[src/shared/spcb_pkg.sv]
// Purpose: Constants for the hart status privilege and context bits block.
// Assumes: APB byte addresses, 32-bit data, one word per register.
// Notes:   Function
// Function
// - With modify-privilege set, data accesses use previous-privilege; fetch keeps current.
// - Modify-privilege reads zero without user mode.
// - Exec-readable clear: loads need readable; set: readable or executable pages.
// - Exec-readable ignored without paging; zero without supervisor mode.
// - Supervisor-user-access clear faults supervisor access to user pages; paging only.
// - Supervisor-user-access also applies with modify-privilege and previous-privilege supervisor.
// - Trap-translation-ops set: supervisor translation register access or fence traps.
// - Trap-translation-ops zero without supervisor mode.
// - Trap-wait set: supervisor wait not done within limit traps illegal.
// - Wait limit may be zero; trap-wait zero without supervisor mode.
// - Trap-supervisor-return set: supervisor return in supervisor mode traps.
// - Two-bit writable fp status and two-bit read-only extension aggregate.
// - Encoding 0 Off, 1 Initial, 2 Clean, 3 Dirty.
// - Fp status zero without supervisor mode and fp unit.
// - Aggregate zero without stateful extensions; each extension has local status.
// - Aggregate reports highest per-extension status.
// - Dirty bit flags dirty in either field; zero if both hardwired.
// - Access to a unit whose status is Off raises an exception.
// - Status fields update as instructions execute in every mode.
// - Software sets fp status directly; aggregate only via extension status writes.
// - Dirty bit is fp status Dirty OR aggregate Dirty.
// - Modifying instruction moves Initial or Clean to Dirty; Off raises exception.
package spcb_pkg;

    localparam int          ADDR_W     = 8;
    localparam int          DATA_W     = 32;

    // Register byte offsets
    localparam logic [7:0]  OFF_CTRL   = 8'h00;
    localparam logic [7:0]  OFF_FP     = 8'h04;
    localparam logic [7:0]  OFF_EXT    = 8'h08;
    localparam logic [7:0]  OFF_SUMM   = 8'h0c;

    // Control register fields, and the summary register dirty bit
    localparam int          BIT_MPRIV  = 0;
    localparam int          BIT_EXECR  = 1;
    localparam int          BIT_SUACC  = 2;
    localparam int          BIT_TTOPS  = 3;
    localparam int          BIT_TWAIT  = 4;
    localparam int          BIT_TSRET  = 5;
    localparam int          POS_PPRIV  = 8;
    localparam int          BIT_DIRTY  = 31;

    localparam logic [5:0]  CTRL_RESET = 6'h00;
    localparam logic [1:0]  PPRIV_RST  = 2'h0;

    // Privilege codes
    localparam logic [1:0]  PRIV_U     = 2'h0;
    localparam logic [1:0]  PRIV_S     = 2'h1;
    localparam logic [1:0]  PRIV_M     = 2'h3;

    // Unit status codes
    localparam logic [1:0]  ST_OFF     = 2'h0;
    localparam logic [1:0]  ST_INIT    = 2'h1;
    localparam logic [1:0]  ST_CLEAN   = 2'h2;
    localparam logic [1:0]  ST_DIRTY   = 2'h3;

    // Unit operation codes from the pipeline
    localparam logic [2:0]  UOP_NONE   = 3'h0;
    localparam logic [2:0]  UOP_READ   = 3'h1;
    localparam logic [2:0]  UOP_MODIFY = 3'h2;
    localparam logic [2:0]  UOP_UNCONF = 3'h3;
    localparam logic [2:0]  UOP_DISABL = 3'h4;
    localparam logic [2:0]  UOP_ENABLE = 3'h5;

    // Memory access kinds
    localparam logic [1:0]  MEM_LOAD   = 2'h0;
    localparam logic [1:0]  MEM_STORE  = 2'h1;
    localparam logic [1:0]  MEM_FETCH  = 2'h2;

    localparam int          WAIT_LIMIT_DEF = 16;
    localparam int          NUM_EXT_DEF    = 2;

endpackage

[src/spcb_unit_status.sv]
// Purpose: One unit's Off/Initial/Clean/Dirty status field.
// Assumes: One pipeline op per cycle for this unit.
// Notes:   Hardware ops take priority over a software write in the same cycle.
`timescale 1ns/100ps
module spcb_unit_status #(
    parameter bit HARDWIRED = 1'b0
) (
    input  wire logic        pclk,
    input  wire logic        presetn,
    input  wire logic        ce,
    input  wire logic [2:0]  op,
    input  wire logic        sw_we,
    input  wire logic [1:0]  sw_val,
    output logic      [1:0]  status_r,
    output logic             exc
);
    import spcb_pkg::*;

    logic needs_on;

    // ****************************************
    // Off-state use check
    // ****************************************
    always_comb begin
        needs_on = (op == UOP_READ) || (op == UOP_MODIFY) || (op == UOP_UNCONF);
        exc      = needs_on && (status_r == ST_OFF);
    end

    // ****************************************
    // Status update
    // ****************************************
    always_ff @(posedge pclk or negedge presetn) begin
        if (!presetn) begin
            status_r <= ST_OFF;
        end else if (ce && !HARDWIRED) begin
            if (op == UOP_MODIFY) begin
                if (status_r != ST_OFF) begin
                    status_r <= ST_DIRTY;
                end
            end else if (op == UOP_UNCONF) begin
                if (status_r != ST_OFF) begin
                    status_r <= ST_INIT;
                end
            end else if (op == UOP_DISABL) begin
                status_r <= ST_OFF;
            end else if (op == UOP_ENABLE) begin
                status_r <= ST_INIT;
            end else if (sw_we) begin
                status_r <= sw_val;
            end
        end
    end

endmodule

[src/spcb_status_ctrl.sv]
// Purpose: Privilege modifiers, virtualization traps and extension context status.
// Assumes: Pipeline inputs are on pclk; APB slave, zero wait states after setup.
// Notes:   Outputs are registered, one cycle after the request that causes them; aggregate and dirty bit two cycles after a unit op.
//
// The address map and register access over APB were decided locally.
`timescale 1ns/100ps
module spcb_status_ctrl #(
    parameter bit HAS_USER       = 1'b1,
    parameter bit HAS_SUPER      = 1'b1,
    parameter bit HAS_FPU        = 1'b1,
    parameter bit HAS_EXT_STATE  = 1'b1,
    parameter int NUM_EXT        = spcb_pkg::NUM_EXT_DEF,
    parameter int WAIT_LIMIT     = spcb_pkg::WAIT_LIMIT_DEF
) (
    input  wire logic                        pclk,
    input  wire logic                        presetn,
    input  wire logic                        ce,
    // APB slave
    input  wire logic                        psel,
    input  wire logic                        penable,
    input  wire logic                        pwrite,
    input  wire logic [spcb_pkg::ADDR_W-1:0] paddr,
    input  wire logic [spcb_pkg::DATA_W-1:0] pwdata,
    output logic      [spcb_pkg::DATA_W-1:0] prdata,
    output logic                             pready,
    output logic                             pslverr,
    // Hart state
    input  wire logic [1:0]                  cur_priv,
    input  wire logic                        vm_active,
    // Memory access check
    input  wire logic                        mem_valid,
    input  wire logic [1:0]                  mem_kind,
    input  wire logic                        pte_read,
    input  wire logic                        pte_write,
    input  wire logic                        pte_exec,
    input  wire logic                        pte_user,
    output logic      [1:0]                  mem_priv_r,
    output logic                             mem_fault_r,
    // Instruction checks
    input  wire logic                        instr_valid,
    input  wire logic                        is_xlat_reg_access,
    input  wire logic                        is_translation_fence_instr,
    input  wire logic                        is_supervisor_return_instr,
    input  wire logic                        wait_interrupt_pending,
    input  wire logic [2:0]                  fp_op,
    input  wire logic [3*NUM_EXT-1:0]        ext_op,
    output logic                             illegal_instr_r,
    // Status view
    output logic                             modify_privilege_bit,
    output logic      [1:0]                  machine_previous_privilege,
    output logic                             exec_readable_bit,
    output logic                             supervisor_user_access_bit,
    output logic                             trap_translation_ops_bit,
    output logic                             trap_wait_bit,
    output logic                             trap_supervisor_return_bit,
    output logic      [1:0]                  fp_state_status,
    output logic      [1:0]                  ext_state_aggregate,
    output logic                             dirty_aggregate_bit
);
    import spcb_pkg::*;

    localparam bit FP_HARD   = !HAS_SUPER && !HAS_FPU;
    localparam bit EXT_HARD  = !HAS_EXT_STATE;
    localparam int CNT_W     = (WAIT_LIMIT > 1) ? $clog2(WAIT_LIMIT + 1) : 1;
    localparam logic [CNT_W-1:0] WAIT_MAX = CNT_W'(WAIT_LIMIT);

    logic                    setup;
    logic                    wr_en;
    logic                    hit_ctrl;
    logic                    hit_fp;
    logic                    hit_ext;
    logic                    hit_summ;
    logic [DATA_W-1:0]       rd_val;
    logic [1:0]              ext_st    [NUM_EXT];
    logic [NUM_EXT-1:0]      ext_exc;
    logic                    fp_exc;
    logic [1:0]              agg_nxt;
    logic [1:0]              data_priv;
    logic [1:0]              acc_priv;
    logic                    fault_nxt;
    logic                    in_super;
    logic                    wait_trap;
    logic                    illegal_nxt;
    logic [CNT_W-1:0]        wait_cnt_r;
    logic                    wait_fired_r;

    // ****************************************
    // APB decode
    // ****************************************
    always_comb begin
        setup    = psel && !penable;
        wr_en    = psel && penable && pready && pwrite;
        hit_ctrl = (paddr == OFF_CTRL);
        hit_fp   = (paddr == OFF_FP);
        hit_ext  = (paddr == OFF_EXT);
        hit_summ = (paddr == OFF_SUMM);
    end

    // Read mux
    always_comb begin
        rd_val = '0;
        if (hit_ctrl) begin
            rd_val[BIT_MPRIV]            = modify_privilege_bit;
            rd_val[BIT_EXECR]            = exec_readable_bit;
            rd_val[BIT_SUACC]            = supervisor_user_access_bit;
            rd_val[BIT_TTOPS]            = trap_translation_ops_bit;
            rd_val[BIT_TWAIT]            = trap_wait_bit;
            rd_val[BIT_TSRET]            = trap_supervisor_return_bit;
            rd_val[POS_PPRIV+1:POS_PPRIV] = machine_previous_privilege;
        end else if (hit_fp) begin
            rd_val[1:0] = fp_state_status;
        end else if (hit_ext) begin
            for (int i = 0; i < NUM_EXT; i++) begin
                rd_val[2*i +: 2] = ext_st[i];
            end
        end else if (hit_summ) begin
            rd_val[1:0]       = ext_state_aggregate;
            rd_val[BIT_DIRTY] = dirty_aggregate_bit;
        end
    end

    // ****************************************
    // APB response
    // ****************************************
    always_ff @(posedge pclk or negedge presetn) begin
        if (!presetn) begin
            pready  <= 1'b0;
            prdata  <= '0;
            pslverr <= 1'b0;
        end else if (ce) begin
            pready  <= setup;
            if (setup) begin
                prdata  <= pwrite ? '0 : rd_val;
                pslverr <= !(hit_ctrl || hit_fp || hit_ext || hit_summ);
            end
        end
    end

    // ****************************************
    // Control bits
    // ****************************************
    always_ff @(posedge pclk or negedge presetn) begin
        if (!presetn) begin
            modify_privilege_bit       <= CTRL_RESET[BIT_MPRIV];
            exec_readable_bit          <= CTRL_RESET[BIT_EXECR];
            supervisor_user_access_bit <= CTRL_RESET[BIT_SUACC];
            trap_translation_ops_bit   <= CTRL_RESET[BIT_TTOPS];
            trap_wait_bit              <= CTRL_RESET[BIT_TWAIT];
            trap_supervisor_return_bit <= CTRL_RESET[BIT_TSRET];
            machine_previous_privilege <= PPRIV_RST;
        end else if (ce && wr_en && hit_ctrl) begin
            modify_privilege_bit       <= pwdata[BIT_MPRIV] && HAS_USER;
            exec_readable_bit          <= pwdata[BIT_EXECR] && HAS_SUPER;
            supervisor_user_access_bit <= pwdata[BIT_SUACC] && HAS_SUPER;
            trap_translation_ops_bit   <= pwdata[BIT_TTOPS] && HAS_SUPER;
            trap_wait_bit              <= pwdata[BIT_TWAIT] && HAS_SUPER;
            trap_supervisor_return_bit <= pwdata[BIT_TSRET] && HAS_SUPER;
            machine_previous_privilege <= pwdata[POS_PPRIV+1:POS_PPRIV];
        end
    end

    // ****************************************
    // Unit status fields
    // ****************************************
    spcb_unit_status #(
        .HARDWIRED (FP_HARD)
    ) u_fp_status (
        .pclk     (pclk),
        .presetn  (presetn),
        .ce       (ce),
        .op       (fp_op),
        .sw_we    (wr_en && hit_fp),
        .sw_val   (pwdata[1:0]),
        .status_r (fp_state_status),
        .exc      (fp_exc)
    );

    generate
        for (genvar g = 0; g < NUM_EXT; g++) begin : g_ext
            spcb_unit_status #(
                .HARDWIRED (EXT_HARD)
            ) u_ext_status (
                .pclk     (pclk),
                .presetn  (presetn),
                .ce       (ce),
                .op       (ext_op[3*g +: 3]),
                .sw_we    (wr_en && hit_ext),
                .sw_val   (pwdata[2*g +: 2]),
                .status_r (ext_st[g]),
                .exc      (ext_exc[g])
            );
        end
    endgenerate

    // Highest extension status
    always_comb begin
        agg_nxt = ST_OFF;
        for (int i = 0; i < NUM_EXT; i++) begin
            if (ext_st[i] > agg_nxt) begin
                agg_nxt = ext_st[i];
            end
        end
    end

    always_ff @(posedge pclk or negedge presetn) begin
        if (!presetn) begin
            ext_state_aggregate <= ST_OFF;
            dirty_aggregate_bit <= 1'b0;
        end else if (ce) begin
            ext_state_aggregate <= agg_nxt;
            dirty_aggregate_bit <= (fp_state_status == ST_DIRTY) ||
                                   (agg_nxt == ST_DIRTY);
        end
    end

    // ****************************************
    // Memory access privilege and protection
    // ****************************************
    always_comb begin
        data_priv = modify_privilege_bit ? machine_previous_privilege : cur_priv;
        acc_priv  = (mem_kind == MEM_FETCH) ? cur_priv : data_priv;
        fault_nxt = 1'b0;
        if (vm_active) begin
            if ((mem_kind == MEM_LOAD) &&
                !(pte_read || (exec_readable_bit && pte_exec))) begin
                fault_nxt = 1'b1;
            end
            if ((mem_kind == MEM_STORE) && !pte_write) begin
                fault_nxt = 1'b1;
            end
            if ((mem_kind == MEM_FETCH) && !pte_exec) begin
                fault_nxt = 1'b1;
            end
            if ((acc_priv == PRIV_S) && pte_user &&
                !supervisor_user_access_bit) begin
                fault_nxt = 1'b1;
            end
            if ((acc_priv == PRIV_U) && !pte_user) begin
                fault_nxt = 1'b1;
            end
        end
    end

    always_ff @(posedge pclk or negedge presetn) begin
        if (!presetn) begin
            mem_priv_r  <= PRIV_M;
            mem_fault_r <= 1'b0;
        end else if (ce) begin
            mem_priv_r  <= acc_priv;
            mem_fault_r <= mem_valid && fault_nxt;
        end
    end

    // ****************************************
    // Wait-for-interrupt timeout
    // ****************************************
    always_comb begin
        in_super  = (cur_priv == PRIV_S);
        wait_trap = wait_interrupt_pending && in_super && trap_wait_bit &&
                    !wait_fired_r && (wait_cnt_r == WAIT_MAX);
    end

    always_ff @(posedge pclk or negedge presetn) begin
        if (!presetn) begin
            wait_cnt_r   <= '0;
            wait_fired_r <= 1'b0;
        end else if (ce) begin
            if (!(wait_interrupt_pending && in_super && trap_wait_bit)) begin
                wait_cnt_r   <= '0;
                wait_fired_r <= 1'b0;
            end else begin
                if (wait_cnt_r != WAIT_MAX) begin
                    wait_cnt_r <= wait_cnt_r + 1'b1;
                end
                if (wait_trap) begin
                    wait_fired_r <= 1'b1;
                end
            end
        end
    end

    // ****************************************
    // Illegal instruction report
    // ****************************************
    always_comb begin
        illegal_nxt = wait_trap || fp_exc || (|ext_exc);
        if (instr_valid && in_super) begin
            if (trap_translation_ops_bit &&
                (is_xlat_reg_access || is_translation_fence_instr)) begin
                illegal_nxt = 1'b1;
            end
            if (trap_supervisor_return_bit && is_supervisor_return_instr) begin
                illegal_nxt = 1'b1;
            end
        end
    end

    always_ff @(posedge pclk or negedge presetn) begin
        if (!presetn) begin
            illegal_instr_r <= 1'b0;
        end else if (ce) begin
            illegal_instr_r <= illegal_nxt;
        end
    end

endmodule

[config.mk]
export PLATFORM = sky130hd
export DESIGN_NAME = spcb_status_ctrl
export DESIGN_NICKNAME = d
export VERILOG_FILES = /design/src/shared/spcb_pkg.sv /design/src/spcb_unit_status.sv /design/src/spcb_status_ctrl.sv
export SDC_FILE = /design/constraint.sdc
export NUM_CORES = 1
export LEC_CHECK = 0
export ABC_AREA = 1
export ABC_CLOCK_PERIOD_IN_PS = 4600
export BUFFER_PORTS_ARGS = -buffer_cell sky130_fd_sc_hd__clkbuf_2
export CORE_MARGIN = 3
export CORE_UTILIZATION = 50
export CTS_CLUSTER_DIAMETER = 50
export DETAILED_ROUTE_END_ITERATION = 16
export HOLD_SLACK_MARGIN = 0.03
export PLACE_DENSITY = 0.86
export SYNTH_ARGS = -nofsm -noshare
export SYNTH_HDL_FRONTEND = slang
export SYNTH_SLANG_ARGS = --single-unit
[constraint.sdc]
create_clock -name pclk -period 4.6 [get_ports pclk]
set_clock_uncertainty 0.2 [all_clocks]
set_input_delay 0.23 -clock pclk [delete_from_list [all_inputs] [get_ports pclk]]
set_output_delay 0.23 -clock pclk [all_outputs]
set_load 0.01 [all_outputs]
**Word level (Yosys, flattened, before mapping)**

Index checks and enable logic that the tools add are counted.

- Bits in registers: 61
- Input port bits: 70
- Output and inout port bits: 51
- Word-level logic and storage cells: 175

- Add/subtract/negate cells: 1
- Order comparisons: 2
- Equality and inequality tests: 34
- Mux-type cells: 51
- Reductions and logical operators: 67

Operators by type and width:

| cell | count |
|---|---|
| 2-bit two-way mux | 32 |
| 32-bit two-way mux | 1 |
| 1-bit logical AND | 26 |
| 3-bit by 2-bit == test with 1-bit output (second input constant) | 6 |
| 3-bit == test (second input constant) | 6 |
| 8-bit by 4-bit == test with 1-bit output (second input constant) | 2 |
| 1-bit two-way mux | 15 |
| 5-bit nonzero test | 3 |
| 1-bit logical OR | 14 |
| 4-bit AND reduction | 3 |
| 2-bit zero test | 5 |
| 5-bit two-way mux | 2 |
| 3-bit by 1-bit == test with 1-bit output (second input constant) | 3 |
| 8-bit by 3-bit == test with 1-bit output (second input constant) | 1 |
| 1-bit zero test | 8 |
| 8-bit zero test | 1 |
| 2-bit by 1-bit inequality test with 1-bit output (second input constant) | 4 |
| 2-bit inequality test (second input constant) | 4 |
| 2-bit by 1-bit == test with 1-bit output (second input constant) | 3 |
| 2-bit == test (second input constant) | 3 |
| 2-bit AND reduction | 3 |
| 2-bit nonzero test | 3 |
| 5-bit by 1-bit adder with 5-bit output (second input constant) | 1 |
| 5-bit == test (second input constant) | 1 |
| other kinds (5) | 5 |

**Depth between registers and ports, before layout**

Gate-level depths: netlist of run 1.

- Depth after elaboration: 11
- Depth in mapped cells: 9
- Gate-level depth less buffers: 9

**Cells and area by module**

From an unflattened synthesis of run 1, not the netlist that was laid out.

- Cells, all modules: 345
- Area, all modules: 2,524.9 um^2

By module, submodules not included:

| module | times used | cells an instance | area each (um^2) | seq. area each (um^2) |
|---|---|---|---|---|
| spcb_status_ctrl | 1 | 252 | 2,006.9 | 803.3 |
| spcb_unit_status | 3 | 31 | 172.7 | 50.0 |

**Worst setup path after synthesis of run 1**

No wires, ideal clock.

- Kind: reg-to-reg
- From: register g_ext[1].u_ext_status.status_r[1]
- To: register dirty_aggregate_bit
- Setup time: 78 ps
- Arrival time: 1,216 ps
- Required time: 4,322 ps
- Path slack: 3,106 ps
- Stages on the path, launching flop included: 8
- Buffers on the path: 0
- Period minus slack after synthesis: 1,494 ps
- Cells stage by stage: dfrtp_1 -> inv_1 -> ha_1 -> o21bai_1 -> o21ai_0 -> nand2_1 -> nand3_1 -> o21bai_1

- Word-level cells in the longest chain between the ends: 4

Ends and longest elaborated chain:

| element | line | RTL |
|---|---|---|
| start, declared | spcb_unit_status.sv:14 | `output logic [1:0] status_r,` |
| start signal, assigned | spcb_unit_status.sv:49 | `status_r <= sw_val;` |
| 2-bit > comparator | spcb_status_ctrl.sv:199 | `if (ext_st[i] > agg_nxt) begin` |
| 2-bit two-way mux (*) | spcb_status_ctrl.sv:199 |  |
| 2-bit == test (*) | spcb_status_ctrl.sv:212 | `(agg_nxt == ST_DIRTY);` |
| 1-bit logical OR (*) | spcb_status_ctrl.sv:211 | `dirty_aggregate_bit <= (fp_state_status == ST_DIRTY) \|\|` |
| end signal, assigned | spcb_status_ctrl.sv:211 |  |
| end, declared | spcb_status_ctrl.sv:58 | `output logic dirty_aggregate_bit` |

Every way passes the cells marked *; elsewhere a longest branch is shown, timed or not.
A chain may end at the register's enable or synchronous reset.

**Final worst setup path of run 1**

- From: input cur_priv[0]
- To: register wait_cnt_r[2]

- Word-level cells in the longest chain between the ends: 5
- Elaborated cells on any way between the ends: 6
- Classes of those cells: 2 x eq/ne; 1 x mux; 3 x reduce/logical

Ends and longest elaborated chain:

| element | line | RTL |
|---|---|---|
| start, declared | spcb_status_ctrl.sv:28 | `input wire logic [1:0] cur_priv,` |
| 2-bit by 1-bit == test with 1-bit output (*) | spcb_status_ctrl.sv:258 | `in_super = (cur_priv == PRIV_S);` |
| 1-bit logical AND (*) (2 in series) | spcb_status_ctrl.sv:268 | `if (!(wait_interrupt_pending && in_super && trap_wait_bit)) begin` |
| 2-bit by 1-bit inequality test with 1-bit output (no source line) | -- |  |
| 2-bit AND reduction (no source line) | -- |  |
| end signal, assigned | spcb_status_ctrl.sv:273 | `wait_cnt_r <= wait_cnt_r + 1'b1;` |
| end, declared | spcb_status_ctrl.sv:84 | `logic [CNT_W-1:0] wait_cnt_r;` |

Marked as above.

==> flow_metrics.py, run 1 <==
metrics = {
    "run_status": {
        "status": "completed",
    },
    "routing": {
        "drtIter0Drc": 149,
        "drt_first_pass_iters": 5,
        "drc": 0,
        "finalWirelength_um": 6080,
        "vias_per_cell": 4.80,
        "num_vias": 2364,
        "routedWlPerCell_um": 12.3,
        "antenna_left": 0,
    },
    "floorplan": {
        "start_util_pct": 52.2,
        "die-area_mm2": 0.00588,
        "io_pins": 121,
        "rows": 25,
        "core-area_mm2": 0.00479,
        "die_x_um": 76.7,
        "die_y_um": 76.7,
    },
    "yosys": {
        "synthMuxAreaShare_pct": 0,
        "synth-compound-area-share_pct": 9.21,
        "synth-xor-area-share_pct": 1.05,
        "yosysTopAreaCell": "dfrtp_1",
        "synth-seq-area-share_pct": 38.1,
        "ys.warnings.count": 0,
        "synth.distinct_cells": 32,
        "synth_top_cells_by_area": "dfrtp_1 (36%), nand2_1 (15%), buf_4 (7.2%)",
        "yosys.area_share.simple_pct": 33.0,
        "postSynthCellCount": 341,
        "synth_area_mm2": 0.00250,
        "synth-seq-cells": 38,
        "synthDominantCellAreaShare_pct": 36.0,
        "synthAdderAreaFrac_pct": 2.50,
        "synth_area_per_cell_um2": 7.33,
        "synth_top_family_by_area": "simple AND/OR/NAND/NOR gates",
    },
    "worst_setup_path": {
        "slowest_delay_ns": 0.54,
        "cp-end-kind": "flip-flop",
        "crit_top_cell": "nor2_1",
        "cp_slowest_cell": "dlygate4sd3_1",
        "cp-start-kind": "primary input",
        "cp.arrival_ns": 1.81,
        "cp_max_fo": 9,
        "crit_required_ns": 4.62,
        "crit_type": "in2reg",
        "cp_cell_sequence": "dlygate4sd3_1, clkbuf_2, nand4_1, nor2_1, nor2_1, nand3_1, o21ai_0",
    },
    "sta": {
        "rsz0062_at_grt": "no",
        "setup_tns_ns": 0,
        "tightest_slew_ns": 0.938,
        "finalSetupViolations": 0,
        "finalCritPeriodShare_pct": 38.9,
        "hold_viol": 0,
        "maxSlewHeadroom_pct": 37.5,
        "max_freq_ghz": 0.558,
        "drv_slew": 0,
        "finalCriticalPeriod_ns": 1.79,
    },
    "final_layout": {
        "nNetsFinal": 500,
        "fill_cells": 402,
        "antenna_cells": 0,
        "drive_above_1_share_pct": 24.4,
        "utilization_pct": 63.5,
        "syn2layout_area_growth_pct": 21.6,
    },
    "cts": {
        "cts-resized-gates": 0,
        "cts_tree": "yes",
        "cts_buffers": 5,
        "ctsRootBufferMaster": "clkbuf_8",
        "postCtsSetupBuffers": 0,
        "clock_latency_ns": 0.30,
        "htreeDepth": 2,
        "clk_pin_slew_ns": 0.08,
        "clock-sinks": 38,
        "cts_buffer_depth": 2,
        "cts-hold-fix-buffers": 10,
    },
    "min_path": {
        "hold_path.class": "in2reg",
    },
    "pwr": {
        "peakVddDrop_mv": 0.142,
        "power.density_mw_per_mm2": 282,
        "p_leak_nw": 1.78,
    },
    "flow_run": {
        "max_cap_viol_count": 0,
    },
    "place": {
        "portBuffers": 73,
        "hpwl_um": 4570,
        "place_congestion": 0.833,
    },
    "grt": {
        "grt_pass1_vias": 2317,
        "grt_pass1_wl_um": 10300,
        "antenna_found_initial": 0,
        "grt.overflow.total": 0,
        "groute.usage.overall_pct": 21.6,
        "grt_max_degree": 39,
    },
}
[power breakdown]
| group | switching, mW | total (mW) | leakage [nW] | internal (mW) |
|---|---|---|---|---|
| logic | 0.112 | 0.183 | 1.23 | 0.0711 |
| clock network | 0.124 | 0.286 | 0.0504 | 0.161 |
| registers | 0.0269 | 0.388 | 0.504 | 0.361 |
[synth_stat cells]
| cell type | instances |
|---|---|
| a21oi_1 | 2 |
| a31oi_1 | 3 |
| and2_1 | 1 |
| and3_1 | 1 |
| buf_2 | 2 |
| buf_4 | 24 |
| buf_6 | 1 |
| clkbuf_1 | 1 |
| conb_1 | 1 |
| dfrtp_1 | 36 |
| dfstp_2 | 2 |
| ha_1 | 5 |
| inv_1 | 48 |
| inv_2 | 2 |
| inv_4 | 1 |
| nand2_1 | 100 |
| nand2_2 | 3 |
| nand2_4 | 1 |
| nand3_1 | 32 |
| nand3_4 | 1 |
| nand4_1 | 8 |
| nand4_4 | 1 |
| nor2_1 | 27 |
| nor2_4 | 1 |
| nor2_8 | 2 |
| nor3_1 | 1 |
| o211ai_1 | 2 |
| o21a_1 | 1 |
| o21ai_0 | 17 |
| o21ai_2 | 9 |
| o21bai_1 | 2 |
| xor2_1 | 3 |
[sequential cells by signal, summed over array words and instances, names as in the netlist]
register / cells
dirty_aggregate_bit: 1
exec_readable_bit: 1
ext_state_aggregate: 2
g_ext.u_ext_status.status_r: 4
illegal_instr_r: 1
machine_previous_privilege: 2
mem_fault_r: 1
mem_priv_r: 2
modify_privilege_bit: 1
prdata: 9
pready: 1
pslverr: 1
supervisor_user_access_bit: 1
trap_supervisor_return_bit: 1
trap_translation_ops_bit: 1
trap_wait_bit: 1
u_fp_status.status_r: 2
wait_cnt_r: 5
wait_fired_r: 1
[area by class of cell]
type,count,area [um^2],share of cell area [%]
timing repair buffer,83,465,15.3
multi-input combinational,246,1230,40.5
tap,67,83.8,2.76
inverter,51,194,6.38
clock buffer,5,68.8,2.26
sequential,38,953,31.4
clock inverter,3,45.0,1.48
[worst max-delay path: cells and delay by family]
kind / cells / cell delay [ns]
compound gates: 1 / 0.11
buf+inv: 2 / 0.67
simple gates: 4 / 0.81
[per-stage QoR]
stage | hold slack, ns | total power, mW | cell area (um^2) | setup WS [ns] | instances
CTS | 0.0543 | 0.862 | 3040 | 2.81 | 493
detailed placement | 0.213 | 0.570 | 2830 | 2.69 | 475
global placement | 0.205 | 0.560 | 2830 | 2.71 | 475
floorplan | -0.266 | 0.510 | 2580 | 3.11 | 363
finish | 0.0602 | 0.857 | 3040 | 2.81 | 493
global route | 0.0678 | 0.903 | 3040 | 2.67 | 493
[kinds of logic (layout without fill, tap and decap cells)]
logic type	count (synthesis)	in the layout
compound gates	36	36
xor+xnor	3	3
fa+ha+maj	5	5
buf+inv	79	142
flops	38	38
other cells	1	23
simple gates	179	179
[layout by cell type, fill, tap and decap left out, types with 8 or more instances in the layout]
| cell type | instances |
|---|---|
| dfrtp_1 | 36 |
| nor2_1 | 27 |
| inv_1 | 48 |
| o21ai_0 | 17 |
| conb_1 | 23 |
| nand3_1 | 32 |
| nand4_1 | 8 |
| nand2_1 | 100 |
| o21ai_2 | 9 |
| dlygate4sd3_1 | 10 |
| clkbuf_2 | 73 |
[worst paths after layout]
path / slack (ns) / from / endpoint / cells past startpoint
max: 2.81 / cur_priv[0] / wait_cnt_r[2] / 7
min: 0.06 / ext_op[0] / g_ext[0].u_ext_status.status_r[1] / 4
max reg2reg: 2.87 / g_ext[1].u_ext_status.status_r[1] / dirty_aggregate_bit / 7
min reg2reg: 0.28 / prdata[9] / prdata[9] / 2
max in group asynchronous: 3.21 / presetn / pready / 2
min in group asynchronous: 0.40 / presetn / machine_previous_privilege[1] / 2
[layer usage]
metal	wire length (um)	vias up	track usage [%]
met5	0	-	0
met4	146	0	9.42
met3	423	15	3.76
met2	3050	93	37.5
met1	2460	1061	26.2
li1	-	1195	-
(Power assumes the default switching activity.)
==> inputs of run 2 (changes only) <==
- ABC_AREA: 1 -> 0
- ABC_CLOCK_PERIOD_IN_PS: 4600 -> 1600
- CORE_UTILIZATION: 50 -> 41
- PLACE_DENSITY: 0.86 -> 0.76
- clock period: 4.6 -> 1.6 ns (I/O delays scaled with it)
==> flow_metrics.py, run 2 <==
metrics = {
    "yosys": {
        "synth_edf_count": 0,
        "synth_area_mm2": 0.00239,
        "synthMuxAreaShare_pct": 11.8,
        "synth-seq-cells": 38,
        "synth_async_sr_flop_share_pct": 100,
        "ys.flop_type": "dfrtp_1",
        "synth.distinct_cells": 51,
        "yosys.area_share.simple_pct": 17.7,
        "synth-compound-area-share_pct": 15.8,
        "synth_top_cells_by_area": "dfrtp_1 (38%), buf_4 (7.2%), mux2_4 (5.0%)",
        "postSynthCellCount": 247,
        "yosys-top-cells-count": "dfrtp_1 (36), buf_4 (23), o21ai_0 (19)",
        "yosysTopAreaCell": "dfrtp_1",
        "synthDominantCellAreaShare_pct": 37.7,
        "synth_top_family_by_area": "simple AND/OR/NAND/NOR gates",
        "synth.most_common_cell": "dfrtp_1",
        "synth_area_per_cell_um2": 9.67,
        "synth-seq-area-share_pct": 39.9,
        "synthAdderAreaFrac_pct": 2.62,
        "synth-xor-area-share_pct": 0.733,
        "ys.warnings.count": 0,
    },
    "worst_setup_path": {
        "cp-end-kind": "flip-flop",
        "cp_max_fo": 8,
        "slowest_delay_ns": 0.54,
        "cp_slowest_cell": "or4_4",
        "cp.arrival_ns": 1.78,
        "cp_num_buf_inv": 0,
        "cp-start-kind": "flip-flop",
        "crit_required_ns": 1.57,
        "cp_cell_sequence": "and4_1, nand2_1, or4_4, mux2_4",
        "ff2ff_setup_slack_ns": -0.20,
        "crit_family": "simple AND/OR/NAND/NOR gates",
        "crit_type": "reg2reg",
    },
    "routing": {
        "drtIter0Drc": 68,
        "num_vias": 2357,
        "finalWirelength_um": 7250,
        "drc": 0,
        "vias_per_cell": 5.24,
        "routedWlPerCell_um": 16.1,
        "antenna_left": 0,
        "drt_first_pass_iters": 4,
    },
    "final_layout": {
        "multi_input_area_mm2": 0.00146,
        "drive_above_1_share_pct": 44.4,
        "fill_cells": 424,
        "regMostFlops": "prdata",
        "utilization_pct": 63.8,
        "final_cells": 450,
        "nNetsFinal": 452,
        "largest_reg_flops": 9,
        "mostFrequentLayoutCells": "clkbuf_2 (72), dfrtp_1 (35), buf_4 (33)",
        "reg.largest.list": "prdata (9), wait_cnt_r (5), g_ext.u_ext_status.status_r (4)",
        "mostFrequentLayoutCell": "clkbuf_2",
        "syn2layout_area_growth_pct": 48.9,
        "antenna_cells": 0,
        "final-seq-area_um2": 955,
    },
    "grt": {
        "grt_max_degree": 25,
        "groute.usage.overall_pct": 20.2,
        "busiest_layer": "met2",
        "antenna_found_initial": 0,
        "grt.overflow.total": 0,
        "grt_use_met1_pct": 26.3,
        "use_met2_pct": 34.9,
        "gr-usage-met3_pct": 3.36,
        "grt_pass1_vias": 2185,
        "grt_pass1_wl_um": 10500,
    },
    "sta": {
        "max_freq_ghz": 0.554,
        "rsz0062_at_grt": "yes",
        "finalSetupViolations": 16,
        "setup_ws_ns": -0.204,
        "finalCriticalPeriod_ns": 1.80,
        "hold_viol": 0,
        "drv_slew": 0,
        "finalCritPeriodShare_pct": 113,
    },
    "floorplan": {
        "die_y_um": 82.3,
        "rows": 27,
        "io_pins": 121,
        "start_util_pct": 42.9,
        "die_x_um": 82.3,
        "die-area_mm2": 0.00678,
        "core-area_mm2": 0.00557,
    },
    "cts": {
        "cts_buffers": 5,
        "clk_pin_slew_ns": 0.08,
        "clock_latency_ns": 0.29,
        "clock-sinks": 38,
        "cts_tree": "yes",
        "htreeDepth": 2,
        "ctsRootBufferMaster": "clkbuf_8",
        "cts_buffer_depth": 2,
    },
    "run_status": {
        "status": "finished with violations",
        "violations": "negative setup slack",
    },
    "pwr": {
        "power.density_mw_per_mm2": 811,
        "p_leak_nw": 1.76,
        "peakVddDrop_mv": 0.665,
    },
    "min_path": {
        "hold_path.class": "in2reg",
    },
    "place": {
        "place_congestion": 0.836,
        "portBuffers": 73,
        "hpwl_um": 5010,
        "placed_cells": 415,
        "pre_cts_slack_ns": -0.268,
    },
    "flow_run": {
        "max_cap_viol_count": 0,
    },
}
-- run 2: worst reg2reg max path, stage by stage, from the launching register on --
cell,delay (ns)
dfrtp_1,0.34
and4_1,0.19
nand2_1,0.07
or4_4,0.54
mux2_4,0.34
-- run 2: cell families (layout without fill, tap and decap cells) --
| kind of cell | count (synthesis) | in the layout |
|---|---|---|
| multiplexers | 23 | 23 |
| XOR/XNOR | 2 | 2 |
| flip-flops | 38 | 38 |
| other | 1 | 23 |
| buffers and inverters | 47 | 156 |
| AND/OR/NAND/NOR | 74 | 74 |
| AO/OA/AOI/OAI | 57 | 57 |
| adder cells (fa/ha/maj) | 5 | 5 |
-- run 2: final timing paths --
kind / startpoint / to / cells after the start
hold reg to reg: mem_priv_r[0] / mem_priv_r[0] / 2
min in group asynchronous: presetn / wait_cnt_r[2] / 2
setup / recovery: pready / supervisor_user_access_bit / 4
max in group asynchronous: presetn / mem_priv_r[0] / 3
hold / removal: mem_valid / mem_fault_r / 4
setup reg to reg: pready / supervisor_user_access_bit / 4
-- run 2: what timing repair did --
item / CTS / global route
hold buffers: 22 / 0
setup endpoints to repair: 19 / 23
resized for setup: 9 / 35
endpoints found under the hold margin: 54 / 0
pin swaps: 7 / 11
buffers inserted: 0 / 8
-- run 2: report_power, final --
group	internal, mW	total (mW)	switching [mW]	leakage [nW]
registers	1.05	1.12	0.0728	0.497
logic	0.538	1.06	0.525	1.21
clock network	0.346	0.696	0.350	0.0472
total	1.93	2.88	0.948	1.76
-- run 2: metrics by stage --
| stage | setup TNS [ns] | cell area, um^2 | hold WS, ns | power, mW |
|---|---|---|---|---|
| CTS | -2.32 | 3330 | -0.00214 | 2.69 |
| detailed placement | -3.14 | 2980 | -0.163 | 1.94 |
| floorplan | -2.35 | 2480 | -0.416 | 1.59 |
| global placement | -2.46 | 2980 | -0.171 | 1.91 |
| finish | -2.35 | 3560 | 0.0278 | 2.88 |
| global route | -3.23 | 3560 | 0.0411 | 3.03 |
-- run 2: cell type report --
type	instances	area share [%]
clock buffers	6	2.32
inverters	16	1.69
flip-flops and latches	38	26.8
clock inverters	2	0.352
repair buffers	132	25.2
multi-input cells	184	41.1
well taps	72	2.53
-- run 2: per-layer routing --
layer / share of wire (%) / wire length, um
met5: 0 / 0
met2: 51 / 3720
met3: 5.8 / 418
met1: 41 / 2940
met4: 2.3 / 165
